## src/rtl/shm_cfg.svh

```systemverilog
// Constants for the shared memory host access block
`ifndef SHM_CFG_SVH
`define SHM_CFG_SVH
`define SHM_ADDR_W        14
`define SHM_DATA_W        36
`define SHM_HALF_W        7
`define SHM_HOST_ADDR_W   18
`define SHM_WORD_LSB      2
`define SHM_WORD_MSB      15
`define SHM_SEL_MSB       17
`define SHM_SEL_LSB       16
`define SHM_SEL_MEM       2'h0
`define SHM_MEM_ACCESS_CYC 2
`define SHM_SHIFT_CYC     70
`endif

```

## src/rtl/shm_pkg.sv

```systemverilog
// Types for the shared memory host access block
package shm_pkg;
    typedef enum logic [1:0] {
        SHM_SRC_REGFILE,
        SHM_SRC_HOST,
        SHM_SRC_CNT_A,
        SHM_SRC_CNT_B
    } shm_src_t;

    typedef enum logic [1:0] {
        SHM_CNT_HOLD,
        SHM_CNT_LOAD,
        SHM_CNT_UP,
        SHM_CNT_DOWN
    } shm_cnt_op_t;

    typedef struct packed {
        logic        mem_select;
        logic        mem_write;
        shm_src_t    addr_src;
        shm_cnt_op_t cnt_a_op;
        shm_cnt_op_t cnt_b_op;
    } shm_cpu_ctl_t;

    typedef struct packed {
        logic        select;
        logic        write;
        logic [17:0] addr;
    } shm_host_req_t;
endpackage

```

## src/rtl/shm_host_access.sv

```systemverilog
// Shared memory host access sequencer, address mux, counters and write gating
// Behaviour
// Sequencer is clocked by system clock; host inputs pass a two-stage synchroniser.
// Memory transactions take about six clocks; shift commands about seventy.
// Processor keeps running and owning buses while host selection is captured.
// First command cycle stops processor clock, swaps bus buffers to host.
// Host holds its transaction while ready is inactive.
// After ready, host deselects; captured deselection returns sequencer to idle.
// On idle return, host path off, processor clock on, buses to processor.
// Memory outputs are disabled whenever write enable is active.
// Write enable steers host transceiver direction and processor write-data buffer together.
// Memory chip enable is off when nobody selects the memory.
// Write strobe is gated with the system clock, high early in cycle; code only registers memory_write_phase from write enable, no clock gating.
// Exactly one of four address sources drives the memory address bus.
// Each address counter is loadable and counts up or down.
// Each counter is two cascaded seven-bit halves forming fourteen bits.
// Counters load only from the register-file address bus.
// Memory holds 16K words of 36 bits.
// Processor read completes in one cycle; data ready next cycle.
// Read data returns on the register file second write port.
// Processor write takes address and data from both read ports at once.
// Host selects memory with host address bits 17 and 16 low.
// Word address comes from source bits 2 through 15.
// Host access drops processor path then raises host path.
// Idle host leaves processor path enabled and host path disabled.
`include "shm_cfg.svh"

module shm_addr_counter_half
    import shm_pkg::*;
#(
    parameter int W = `SHM_HALF_W
) (
    input  wire logic          clock,
    input  wire logic          rst,
    input  wire shm_cnt_op_t   op,
    input  wire logic          carry_in,
    input  wire logic [W-1:0]  load_value,
    output logic      [W-1:0]  count,
    output logic               carry_out
);
    logic [W-1:0] count_reg;
    logic [W-1:0] count_next;
    wire          all_ones  = &count_reg;
    wire          all_zeros = ~|count_reg;

    assign carry_out  = (op == SHM_CNT_UP) ? (carry_in & all_ones)
                      : (op == SHM_CNT_DOWN) ? (carry_in & all_zeros) : 1'b0;
    assign count_next = (op == SHM_CNT_LOAD) ? load_value
                      : (op == SHM_CNT_UP && carry_in) ? count_reg + 1'b1
                      : (op == SHM_CNT_DOWN && carry_in) ? count_reg - 1'b1
                      : count_reg;
    assign count      = count_reg;

    always_ff @(posedge clock or posedge rst) begin
        if (rst) begin
            count_reg <= '0;
        end else begin
            count_reg <= count_next;
        end
    end
endmodule

module shm_host_access
    import shm_pkg::*;
#(
    parameter int ADDR_W        = `SHM_ADDR_W,
    parameter int DATA_W        = `SHM_DATA_W,
    parameter int ACCESS_CYCLES = `SHM_MEM_ACCESS_CYC
) (
    input  wire logic                  clock,
    input  wire logic                  rst,
    input  wire shm_cpu_ctl_t          cpu_ctl,
    input  wire logic [31:0]           regfile_port_a,
    input  wire logic [DATA_W-1:0]     regfile_port_b,
    input  wire shm_host_req_t         host_req,
    input  wire logic [DATA_W-1:0]     host_wdata,
    input  wire logic [DATA_W-1:0]     memory_rdata,
    output logic [DATA_W-1:0]          regfile_write_b_data,
    output logic                       regfile_write_b_en,
    output logic [DATA_W-1:0]          host_rdata,
    output logic                       host_rdata_oe,
    output logic                       host_ready,
    output logic                       cpu_clock_run,
    output logic                       cpu_path_enable_n,
    output logic                       host_path_enable_n,
    output logic [ADDR_W-1:0]          memory_address_bus,
    output logic [DATA_W-1:0]          memory_data_bus,
    output logic                       memory_data_oe,
    output logic                       memory_chip_enable_n,
    output logic                       memory_output_enable_n,
    output logic                       memory_write_enable_n,
    output logic                       memory_write_phase
);
    typedef enum logic [2:0] {IDLE, GRAB, ACCESS, READY, RELEASE} shm_seq_t;

    // Array geometry and wait counter range
    if (ADDR_W != 2 * `SHM_HALF_W || DATA_W != `SHM_DATA_W) begin : g_geometry_check
        $error("shm_host_access: unsupported memory geometry");
    end
    if (ACCESS_CYCLES < 1 || ACCESS_CYCLES > 16) begin : g_wait_check
        $error("shm_host_access: unsupported access cycle count");
    end

    // Host synchroniser
    shm_host_req_t     sync1_reg;
    shm_host_req_t     sync2_reg;
    logic [DATA_W-1:0] wdata_sync1_reg;
    logic [DATA_W-1:0] wdata_sync2_reg;
    shm_seq_t          state_reg;
    shm_seq_t          state_next;
    logic [3:0]        wait_reg;
    logic [3:0]        wait_next;
    logic              host_write_reg;
    logic [ADDR_W-1:0] host_addr_reg;

    always_ff @(posedge clock or posedge rst) begin
        if (rst) begin
            sync1_reg       <= '0;
            sync2_reg       <= '0;
            wdata_sync1_reg <= '0;
            wdata_sync2_reg <= '0;
        end else begin
            sync1_reg       <= host_req;
            sync2_reg       <= sync1_reg;
            wdata_sync1_reg <= host_wdata;
            wdata_sync2_reg <= wdata_sync1_reg;
        end
    end

    wire host_mem_sel = sync2_reg.select &&
        (sync2_reg.addr[`SHM_SEL_MSB:`SHM_SEL_LSB] == `SHM_SEL_MEM);

    // Sequencer
    always_comb begin
        state_next = state_reg;
        wait_next  = wait_reg;
        case (state_reg)
            IDLE: begin
                if (host_mem_sel) begin
                    state_next = GRAB;
                end
            end
            GRAB: begin
                state_next = ACCESS;
                wait_next  = 4'(ACCESS_CYCLES - 1);
            end
            ACCESS: begin
                if (wait_reg == 4'h0) begin
                    state_next = READY;
                end else begin
                    wait_next = wait_reg - 4'h1;
                end
            end
            READY: begin
                if (!sync2_reg.select) begin
                    state_next = RELEASE;
                end
            end
            RELEASE: begin
                state_next = IDLE;
            end
            default: state_next = IDLE;
        endcase
    end

    wire host_owns  = (state_next == ACCESS) || (state_next == READY);
    wire grab_next  = (state_next == GRAB) || host_owns;
    wire mem_write_host = host_owns && host_write_reg;

    always_ff @(posedge clock or posedge rst) begin
        if (rst) begin
            state_reg <= IDLE;
            wait_reg  <= 4'h0;
        end else begin
            state_reg <= state_next;
            wait_reg  <= wait_next;
        end
    end

    // Host command held from the selecting address
    always_ff @(posedge clock or posedge rst) begin
        if (rst) begin
            host_write_reg <= 1'b0;
            host_addr_reg  <= '0;
        end else if (state_reg == IDLE) begin
            host_write_reg <= sync2_reg.write;
            host_addr_reg  <= sync2_reg.addr[`SHM_WORD_MSB:`SHM_WORD_LSB];
        end
    end

    // Handshake and bus ownership
    always_ff @(posedge clock or posedge rst) begin
        if (rst) begin
            host_ready         <= 1'b0;
            cpu_clock_run      <= 1'b1;
            cpu_path_enable_n  <= 1'b0;
            host_path_enable_n <= 1'b1;
        end else begin
            host_ready         <= (state_next == READY);
            cpu_clock_run      <= !grab_next;
            cpu_path_enable_n  <= grab_next;
            host_path_enable_n <= !host_owns;
        end
    end

    // Address counters built from cascaded halves
    wire  [ADDR_W-1:0] cnt_a;
    wire  [ADDR_W-1:0] cnt_b;
    logic              ca_lo;
    logic              cb_lo;
    logic              read_pending_reg;
    wire  [ADDR_W-1:0] load_src = regfile_port_a[`SHM_WORD_MSB:`SHM_WORD_LSB];
    wire  [`SHM_HALF_W-1:0] load_lo = load_src[`SHM_HALF_W-1:0];
    wire  [`SHM_HALF_W-1:0] load_hi = load_src[ADDR_W-1:`SHM_HALF_W];
    wire  shm_cnt_op_t op_a = cpu_clock_run ? cpu_ctl.cnt_a_op : SHM_CNT_HOLD;
    wire  shm_cnt_op_t op_b = cpu_clock_run ? cpu_ctl.cnt_b_op : SHM_CNT_HOLD;

    shm_addr_counter_half u_a_lo (
        .clock      (clock),
        .rst        (rst),
        .op         (op_a),
        .carry_in   (1'b1),
        .load_value (load_lo),
        .count      (cnt_a[`SHM_HALF_W-1:0]),
        .carry_out  (ca_lo)
    );
    shm_addr_counter_half u_a_hi (
        .clock      (clock),
        .rst        (rst),
        .op         (op_a),
        .carry_in   (ca_lo),
        .load_value (load_hi),
        .count      (cnt_a[ADDR_W-1:`SHM_HALF_W]),
        .carry_out  ()
    );
    shm_addr_counter_half u_b_lo (
        .clock      (clock),
        .rst        (rst),
        .op         (op_b),
        .carry_in   (1'b1),
        .load_value (load_lo),
        .count      (cnt_b[`SHM_HALF_W-1:0]),
        .carry_out  (cb_lo)
    );
    shm_addr_counter_half u_b_hi (
        .clock      (clock),
        .rst        (rst),
        .op         (op_b),
        .carry_in   (cb_lo),
        .load_value (load_hi),
        .count      (cnt_b[ADDR_W-1:`SHM_HALF_W]),
        .carry_out  ()
    );

    // Four-way address source selection
    wire shm_src_t src = host_owns ? SHM_SRC_HOST : cpu_ctl.addr_src;
    wire [ADDR_W-1:0] addr_next = (src == SHM_SRC_HOST)  ? host_addr_reg
                                : (src == SHM_SRC_CNT_A) ? cnt_a
                                : (src == SHM_SRC_CNT_B) ? cnt_b
                                : load_src;
    wire cpu_access = cpu_clock_run && cpu_ctl.mem_select;
    wire sel_next   = cpu_access || host_owns;
    wire we_next    = host_owns ? mem_write_host : (cpu_access && cpu_ctl.mem_write);
    wire [DATA_W-1:0] wdata_next = host_owns ? wdata_sync2_reg : regfile_port_b;

    // Memory pins
    always_ff @(posedge clock or posedge rst) begin
        if (rst) begin
            memory_address_bus     <= '0;
            memory_data_bus        <= '0;
            memory_data_oe         <= 1'b0;
            memory_chip_enable_n   <= 1'b1;
            memory_output_enable_n <= 1'b1;
            memory_write_enable_n  <= 1'b1;
        end else begin
            memory_address_bus     <= addr_next;
            memory_data_bus        <= wdata_next;
            memory_data_oe         <= we_next;
            memory_chip_enable_n   <= !sel_next;
            memory_output_enable_n <= we_next || !sel_next;
            memory_write_enable_n  <= !we_next;
        end
    end

    // Read return, one cycle behind the memory pins
    always_ff @(posedge clock or posedge rst) begin
        if (rst) begin
            read_pending_reg     <= 1'b0;
            regfile_write_b_en   <= 1'b0;
            regfile_write_b_data <= '0;
            host_rdata           <= '0;
            host_rdata_oe        <= 1'b0;
        end else begin
            read_pending_reg     <= cpu_access && !cpu_ctl.mem_write;
            regfile_write_b_en   <= read_pending_reg;
            regfile_write_b_data <= memory_rdata;
            host_rdata           <= memory_rdata;
            host_rdata_oe        <= host_owns && !mem_write_host;
        end
    end

    // Write phase marker; the board gates the strobe with the late clock half
    always_ff @(posedge clock or posedge rst) begin
        if (rst) begin
            memory_write_phase <= 1'b0;
        end else begin
            memory_write_phase <= we_next;
        end
    end
endmodule

```

## config.mk

```make
export PLATFORM = sky130hd
export DESIGN_NAME = shm_host_access
export DESIGN_NICKNAME = d
export VERILOG_FILES = /design/src/rtl/shm_pkg.sv /design/src/rtl/shm_host_access.sv
export VERILOG_INCLUDE_DIRS = /design/src /design/src/rtl
export SDC_FILE = /design/constraint.sdc
export NUM_CORES = 1
export LEC_CHECK = 0
export ABC_AREA = 1
export BUFFER_PORTS_ARGS = -buffer_cell sky130_fd_sc_hd__buf_2
export CAP_MARGIN = 20
export CORE_UTILIZATION = 46
export DETAILED_ROUTE_END_ITERATION = 7
export GPL_TIMING_DRIVEN = 0
export HOLD_SLACK_MARGIN = 0.05
export PLACE_DENSITY = 0.73
export SETUP_SLACK_MARGIN = 0.02
export SLEW_MARGIN = 5
export SYNTH_ARGS = -nofsm -noshare
export SYNTH_HDL_FRONTEND = slang
export SYNTH_SLANG_ARGS = --single-unit
```

## constraint.sdc

```tcl
create_clock -name clock -period 6.7 [get_ports clock]
set_input_delay 0.335 -clock clock [delete_from_list [all_inputs] [get_ports clock]]
set_output_delay 0.335 -clock clock [all_outputs]
set_load 0.01 [all_outputs]
```

After elaboration in Yosys (flattened, before gate mapping). Cells that the tools add are included. W data, S select, Z words.

Flip-flop bits (word level): 259. Input port bits: 170. Output and inout port bits: 133. Logic and storage cells: 120.

Add/sub/neg operators: 9. Equal/unequal tests: 16. Multiplexer cells: 30. Reductions and logical operators: 35.

Operators with widths (count): $mux W7 (12); $mux W14 (3); $mux W36 (1); $add A7 B1 Y7 const B (4); $sub A7 B1 Y7 const B (4); $reduce_and A7 Y1 (2); $reduce_or A7 Y1 (2); $eq A2 B2 Y1 const B (6); $eq A3 B2 Y1 const B (4); $pmux W3 S4 (1); $reduce_bool A3 Y1 (4); $logic_and A1 B1 Y1 (10); $mux W3 (3); $logic_not A1 Y1 (8); $pmux W4 S2 (1); $eq A2 B1 Y1 const B (3); $eq A3 B1 Y1 const B (2); $mux W2 (3); $mux W1 (5); $logic_not A4 Y1 (1); $logic_or A1 B1 Y1 (4); $mux W4 (1); $sub A4 B1 Y4 const B (1); $logic_not A3 Y1 (1); 4 further kinds (4).

Longest topological paths before layout. Gate-level depths: netlist of run 1.

Depth in word-level cells: 11. Gate-level depth with buffers: 13. Depth with buffers taken out: 13.

Hierarchy. From an unflattened synthesis of run 1, not the netlist that was laid out.

Cell total of the unflattened synthesis: 1011. Area total of the unflattened synthesis: 10224.8 µm².

Modules (own cells, without submodules): shm_host_access (times used 1, cells each 615, area each 7598.5 µm², seq. area each 5686.7 µm²); shm_addr_counter_half at u_a_hi ... (times used 3, cells each 99, area each 656.9 µm², seq. area each 175.2 µm²); shm_addr_counter_half at u_b_hi (times used 1, cells each 99, area each 655.6 µm², seq. area each 175.2 µm²).

Worst setup path before layout of run 1. OpenSTA, ideal clock, no wires.

Path kind: reg-to-reg. From: register cpu_clock_run. To: register u_b_hi.count_reg[5] (netlist: u_b_hi.count[5]). Arrival time: 2101 ps. Data required time: 6576 ps. Slack: 4475 ps. Stages on the path, launching flop included: 11. Clock period less this slack: 2225 ps. Cells stage by stage: dfstp_2 -> nand2_1 -> nor2_1 -> nand3_1 -> ha_1 -> nand2_1 -> inv_1 -> o21ai_0 -> nand4_1 -> nand3_1 -> nand3_1.

Word-level cells in the longest chain between the ends: 7. Elaborated cells between the ends (all ways): 11. Those cells by class: 3 x eq/ne; 5 x mux; 3 x reduce/logical.

Ends and longest elaborated chain: start: declaration (RTL line shm_host_access.sv:83) `output logic cpu_clock_run,`; start signal: assignment (RTL line shm_host_access.sv:200) `cpu_clock_run <= !grab_next;`; $mux W2 * (RTL line shm_host_access.sv:216) `wire shm_cnt_op_t op_b = cpu_clock_run ? cpu_ctl.cnt_b_op : SHM_CNT_HOLD;`; $eq A2 B2 Y1 (RTL line shm_host_access.sv:47, shm_host_access.sv:50); $mux W1 (RTL line shm_host_access.sv:47) `: (op == SHM_CNT_DOWN) ? (carry_in & all_zeros) : 1'b0;`; $mux W1 (RTL line shm_host_access.sv:46) `assign carry_out = (op == SHM_CNT_UP) ? (carry_in & all_ones)`; $logic_and A1 B1 Y1 (RTL line shm_host_access.sv:49) `: (op == SHM_CNT_UP && carry_in) ? count_reg + 1'b1`; $mux W7 (RTL line shm_host_access.sv:49); $mux W7 (RTL line shm_host_access.sv:48) `assign count_next = (op == SHM_CNT_LOAD) ? load_value`; end signal: assignment (RTL line shm_host_access.sv:58) `count_reg <= count_next;`; end: declaration (RTL line shm_host_access.sv:41) `logic [W-1:0] count_reg;`.

Mark *: on every way between the ends. The rest lies on a longest branch, timed or not. A chain may end at the register's enable or synchronous reset.

Final worst setup path of run 1.
From: register cpu_clock_run. To: register u_b_hi.count_reg[4] (netlist: u_b_hi.count[4]).

The elaborated chain is that of the path after synthesis.

==> results list, run 1 <==
- Clk pin slew, worst setup/hold paths: 0.06 ns
- The initial antenna violation count was 3.
* Antenna viol nets, final: 0
* Maximum number of pins on one net before global-route repair: 43
- DR WL/cell: 17.4 um
- Measured against its own limit, the worst slew margin works out to 60.6%.
* Buffer count from post-CTS setup fixing: 0
- Power spread over the standard cell area amounts to 414 mW/mm2.
* Number of detailed-route iterations in the first pass: 5
- Critical R2R Launch: cpu_clock_run
* Minimum clock period after layout: 2.80 ns
* Number of DRC violations after detailed-routing iteration 0: 560
* Number of enable-type register cells in the synthesized netlist: 0
- The worst setup path is launched from a flop.
- Max-cap violations in this run came to 0.
- GRT Resource Usage Total: 27.3%
* Crit Reg-Reg Endpoint: u_b_hi.count[4]
- Share of the synthesized area in the top cell type: 62.5%
* Total grt overflow: 0
* Via-per-instance ratio: 4.97
- Post-synthesis cell area: 0.0100 mm2
* Top Ports: 303
- After routing, the total negative slack on setup checks comes to 0 ns.
- The count of cells in the finished layout, fillers not included, comes to 1747.
- Leading register cell type out of synthesis: dfrtp_1
* CTS tree: done
- Final setup violation count: 0
* Mean instance size in the synthesized netlist: 9.99 um2
- After filler insertion, the fill cell instance count of the layout stands at 1514.
- Gate count of the mapped netlist: 1003
- DIE WIDTH: 150 um
- Leakage power: 7.39 nW
- In the post-route analysis, the smallest setup slack over all paths is 3.90 ns.
* Effective utilization at floorplan: 47.3%
* Core region area: 0.0212 mm2
* Top area cells in the synthesized netlist: dfrtp_1, nand2_1, inv_1
- RSZ-0062 raised after global routing: no
* Min-delay worst type: input pin to flop
* Start-to-end type of the worst setup path: flop to flop
* CP required: 7.11 ns
- Result of the run: complete, no violations
* Number of vias after detailed routing: 8681
- Traced cell by cell, the critical path runs through nand2_1, nor2_1, nand3_1, ha_1, nand2_1, inv_1, nand2_1, nand2_1, nand2_1, nand3_1, o21ai_0, nand2_1, o21ai_0.
- Worst setup slack before clock tree synthesis: 3.95 ns
- First-pass GRT wire length: 46600 um
- At the pin with the least slew margin, the transition time is 0.591 ns.
- Clock Sinks: 255
* Seq/Total Area, Yosys: 63.8%
* Count of placed standard cells including taps: 1566
* Number of endpoints with negative hold slack in the final report: 0
* Half-perimeter wire length of the detailed placement result: 18800 um
- Count of pins over their slew limit: 0
- Post-layout instance area: 0.0141 mm2
* Number of buffers created by CTS: 26
- Yosys top cell by area: dfrtp_1
- The root buffer cell chosen for the clock tree is clkbuf_16.
* CTS H-tree depth: 1
- The floorplan step defined a die boundary enclosing 0.0224 mm2.
- Total DRC errors in the routed layout: 0
- From bottom edge to top edge, the die measures 150 um.
- Async SR Flop Fraction: 100%
- Number of core rows: 53
- Number of buffers between clock root and the deepest sink: 3
- Max Fclk: 357 MHz
- At the later pin of the worst-skew pair, clock insertion delay measures 0.52 ns.
- Total number of yosys warnings: 0
* Delay of the slowest cell on the worst path: 0.64 ns
* Crit path max-delay cell type: dfstp_2
* Worst Hold Slack: 0.0945 ns
- Register-to-register setup slack: 3.90 ns
- Most repeated library cell on the critical path: nand2_1
* Syn nets: 1199
- Ratio of cells with drive above 1 in the final layout: 26.6%
- Once placement finished, the instance area stood at 0.0119 mm2.
* Signal arrival time at the worst endpoint: 3.21 ns
- Dividing the final minimum period by the clock period gives 41.9%.
- Synth Register Bits: 255
- Global placement routability congestion: 0.952
- Start point of the critical path: cpu_clock_run
- Summed over all layers, the routed wires come to 30300 um.
* Count of buffers from port buffering: 282
- The worst setup path is captured at a flop.
- Number of cells on the worst reg-to-reg path: 13
- Peak fanout along the critical path: 8
- Area overhead of the layout relative to synthesis: 40.4%
* Number of nets in the layout: 1644
- The number of different library cells used by synthesis comes to 32.
* Vias in the first global route: 8985
- Critical path capture point: u_b_hi.count[4]
* Worst supply voltage drop on vdd: 0.223 mV
- Post-Route Skew: 0.0201 ns
## critical path: cells and delay by family, from the launching register on
family	cells	cell delay, ns
and+or+nand+nor	9	1.34
DFF	1	0.64
adders and majority gates	1	0.50
AOI/OAI and AO/OA	2	0.15
buffers and inverters	1	0.06
## power breakdown
part	total, mW	internal (mW)	switching, mW
sequential	2.14	1.93	0.218
combinational	2.22	0.822	1.40
clock	1.46	0.855	0.602
## final cells by class
type	instances	area [um2]	area share [%]
timing repair buffer	417	2820	20.1
antenna	4	10.0	0.0712
inverter	113	428	3.04
sequential	255	6390	45.4
buffer	57	374	2.66
clock buffer	39	791	5.62
clock inverter	9	80.1	0.569
multi-input combinational	578	2830	20.1
tap	275	344	2.45
## worst min path at each step
| stage | startpoint | endpoint | slack, ns | depth (start not counted) |
|---|---|---|---|---|
| 3_3_place_gp | wdata_sync1_reg[17] | wdata_sync2_reg[17] | 0.33 | 0 |
| 3_5_place_dp | read_pending_reg | regfile_write_b_en | 0.33 | 0 |
| 5_1_grt | regfile_port_a[3] | u_b_lo.count[1] | 0.11 | 3 |
| 2_1_floorplan | read_pending_reg | regfile_write_b_en | 0.33 | 0 |
| 4_1_cts | regfile_port_a[3] | u_b_lo.count[1] | 0.08 | 3 |
| 6_report | regfile_port_a[3] | u_b_lo.count[1] | 0.09 | 3 |
## cell usage after synthesis (3+ instances only)
| cell | count |
|---|---|
| dfstp_2 | 5 |
| inv_1 | 111 |
| dfrtp_1 | 250 |
| o21a_1 | 3 |
| xnor2_1 | 3 |
| fa_1 | 4 |
| nand4_1 | 12 |
| nand3_1 | 53 |
| buf_2 | 5 |
| xor2_1 | 6 |
| ha_1 | 22 |
| buf_4 | 39 |
| nor2_1 | 63 |
| o211ai_1 | 3 |
| o2111ai_1 | 11 |
| a21oi_1 | 21 |
| nand3b_1 | 6 |
| o21ai_0 | 60 |
| nor3_1 | 3 |
| clkbuf_1 | 12 |
| nand2_1 | 297 |
## per-layer routing
layer / track usage [%] / vias up / share of wire [%]
met5: 0 / - / 0
met4: 14.0 / 0 / 4.9
li1: - / 4027 / -
met3: 5.88 / 101 / 7.3
met2: 46.9 / 408 / 52
met1: 32.2 / 4145 / 36
## cell families after synthesis
kind of cell    count (synthesis)  synth area share [%]
fa+ha+maj                      26                  3.55
compound gates                101                  5.76
simple gates                  442                  18.2
xor+xnor                        9                 0.787
buf+inv                       170                  7.97
flops                         255                  63.8
## what timing repair did
item                                   in CTS  in global routing
resized for setup                           0                  0
endpoints found under the hold margin     150                  0
hold buffers                              129                  0
## layout by cell type, fill, tap and decap left out, drive strengths merged, types with 2 or more instances in the layout
cell type and instances:
buf 333, nand2 299, dfrtp 250, dlygate4sd3 129, inv 113, nor2 63, o21ai 61, nand3 53
clkbuf 51, ha 22, a21oi 21, nand4 14, o2111ai 11, nand3b 7, xor2 6, clkinv 6
dfstp 5, diode 4, fa 4, nor3 3, o21a 3, xnor2 3, o211ai 3, clkinvlp 2
## metrics by stage
step	util [%]	power (mW)
finish	66.5	5.82
global route	66.5	6.21
CTS	66.5	5.77
detailed placement	56.2	4.25
global placement	55.7	4.18
floorplan	-	3.53
Note: power is estimated with default switching activity, not from simulation.
==> run 2, diff against run 1 <==
==> constraint.sdc (replaced) <==
create_clock -name clock -period 2.54 [get_ports clock]
set_input_delay 0.127 -clock clock [delete_from_list [all_inputs] [get_ports clock]]
set_output_delay 0.127 -clock clock [all_outputs]
set_load 0.01 [all_outputs]
==> results list, run 2 (synthesized netlist as in run 1, its figures left out) <==
- The flow ran to the end, and the final reports show no timing, DRC or antenna violations.
- Entering global routing, the biggest net connects 43 pins.
* First-pass GRT wire length: 46800 um
- Smallest setup slack after layout: 0.100 ns
* Start point of the critical path: cpu_clock_run
* Max-capacitance violation count: 0
- Number of core rows: 53
* Total grt overflow: 0
- Across the routed clock network, the largest skew measured is 0.0144 ns.
- Across every metal layer, demand over resource in global routing totals 27.4%.
* CP endpoint kind: flop
* Vias in the first global route: 9068
- The HPWL after detailed placement is 18800 um.
- After detailed routing, the number of remaining DRC violations is 0.
- Worst skew pair latency: 0.52 ns
* Buffer count from post-CTS setup fixing: 0
- Cell chosen for the clock root: clkbuf_16
- Gate power share: 38.5%
- Core region area: 0.0212 mm2
- The startpoint identified for the worst hold timing path is regfile_port_a[7].
* Count of placed standard cells including taps: 1566
* Min-delay worst type: input pin to flop
* Number of buffers between clock root and the deepest sink: 3
- Worst Hold Slack: 0.0704 ns
- Delay of the slowest cell on the worst path: 0.66 ns
- Pin slew with the least headroom to its limit: 0.600 ns
- In the final routed layout, each cell accounts on average for 17.3 um.
* Crit path max-delay cell type: dfstp_2
- Clock-pin slew was measured on the worst setup and hold paths at 0.07 ns.
- Count of buffers from port buffering: 282
- Worst slew margin: 60.0%
* Worst setup SP type: flop
- For this block, the via count after detailed routing is 8743.
- Cell Chain, Critical Path: nand2_2, nor2_4, inv_2, fa_1, nand3_1, nand3_1, xor2_1, o21ai_0, o21ai_0
* Global placement routability congestion: 0.952
- Summed over all nets, the switching power comes to 5.92 mW.
- For this block, the initial DRC count from the detailed router was 580.
* Post-layout instance area: 0.0143 mm2
- In this run the number of H-tree levels came out at 1.
- TritonCTS built the clock tree.
* Number of buffers created by CTS: 26
* Worst supply voltage drop on vdd: 0.724 mV
* Overall die height: 150 um
- Cell Pwr Density: 1080 mW/mm2
- Critical R2R Launch: cpu_clock_run
- For this design, the sink count on the clock tree is 255.
- Signal arrival time at the worst endpoint: 2.82 ns
* Number of nets in the layout: 1658
- The clock period could shrink to 2.44 ns.
- Antenna violations before repair: 2
- Setup violations remaining at the end of the flow were counted as 0.
* Instance area at placement: 0.0119 mm2
- In this run the worst path has a maximum fanout of 8.
* Number of endpoints with negative hold slack in the final report: 0
* Leakage power: 7.46 nW
- DIE WIDTH: 150 um
- Number of cells on the worst reg-to-reg path: 9
- Internal power summed over all cells: 9.59 mW
- The final count of pins violating max slew is 0.
* Total wire length: 30500 um
- Most common library cell in the layout ignoring fill and taps: nand2_1
* Antenna viol nets, final: 0
* Top Ports: 303
- Power share of the sequential group: 36.7%
- Ratio of cells with drive above 1 in the final layout: 27.3%
* Die outline area: 0.0224 mm2
- Fraction of power consumed by the clock network: 24.8%
- Core occupancy in the finished layout: 67.7%
- For flop-to-flop paths, the worst setup slack is 0.10 ns.
- Prior to clock tree synthesis, the placed netlist has a worst setup slack of -0.213 ns.
- Area overhead of the layout relative to synthesis: 42.9%
* Effective utilization at floorplan: 47.3%
* CP required: 2.92 ns
- Sw Ratio: 38.2%
* Crit-path leading delay family: flip-flops
* RSZ-0062 raised after global routing: no
* Most frequent cells in the layout: nand2_1, buf_2, dfrtp_1
- In this run the number of cells on the critical path is 9.
* Worst Hold Path Cells: 5
- Of the available clock period, the critical path in the final layout requires 96.1%.
- Post-Layout Cell Count: 1759
* Via-per-instance ratio: 4.97
- The number of buffers and inverters on the critical path is 1.
- Post-route setup TNS: 0 ns
- Start-to-end type of the worst setup path: flop to flop
- Derived from the worst setup path, the maximum achievable clock frequency is 410 MHz.
- For this run, the detailed router's first-pass iteration total came to 5.
* Sum of internal, switching and leakage power: 15.5 mW
run 2: changes by cell type in the layout (fill, tap and decap cells not counted), sizes merged:
cell | previous run | this run
dlygate4sd3 | 129 | 143
diode | 4 | 2
run 2: final timing paths:
kind / to
worst max-delay path: u_a_lo.count[4]
worst min-delay path: u_a_lo.count[5]
worst max register to register: u_a_lo.count[4]
worst min register to register: wdata_sync2_reg[33]
max in group asynchronous: memory_data_bus[18]
min in group asynchronous: host_rdata[16]
run 2: power by group through the flow:
| stage | Clock (mW) | Sequential [mW] | Combinational, mW |
|---|---|---|---|
| 2_1_floorplan | 0 | 5.84 | 3.48 |
| 3_3_place_gp | 0 | 5.69 | 5.34 |
| 3_5_place_dp | 0 | 5.69 | 5.52 |
| 4_1_cts | 3.87 | 5.63 | 5.75 |
| 5_1_grt | 4.07 | 5.79 | 6.67 |
| 6_report | 3.84 | 5.70 | 5.96 |
run 2: layer usage:
metal  up-vias  track usage [%]  wire length (um)
li1       4064                -                 -
met3        95             5.12              2090
met2       392             47.6             15700
met1      4192             32.5             11300
met4         0             13.5              1440
met5         -                0                 0
run 2: cell type report:
cell class	instances	area [um2]
buffer	57	374
tap	275	344
clock inverter	9	80.1
inverter	113	428
timing repair buffer	431	2960
multi-input combinational	578	2940
fill	1480	6840
clock buffer	39	791
sequential	255	6390
antenna	2	5.00
run 2: repair_timing:
| item | in CTS | in global routing |
|---|---|---|
| hold buffers | 142 | 1 |
| endpoints found under the setup margin | 13 | 13 |
| resized for setup | 5 | 14 |
| hold endpoints to repair | 179 | 1 |
run 2: worst register-to-register path, stage by stage (launching register included):
cell and delay [ns]:
dfstp_2 0.66, nand2_2 0.18, nor2_4 0.19, inv_2 0.12, fa_1 0.44, nand3_1 0.10
nand3_1 0.09, xor2_1 0.17, o21ai_0 0.22, o21ai_0 0.15
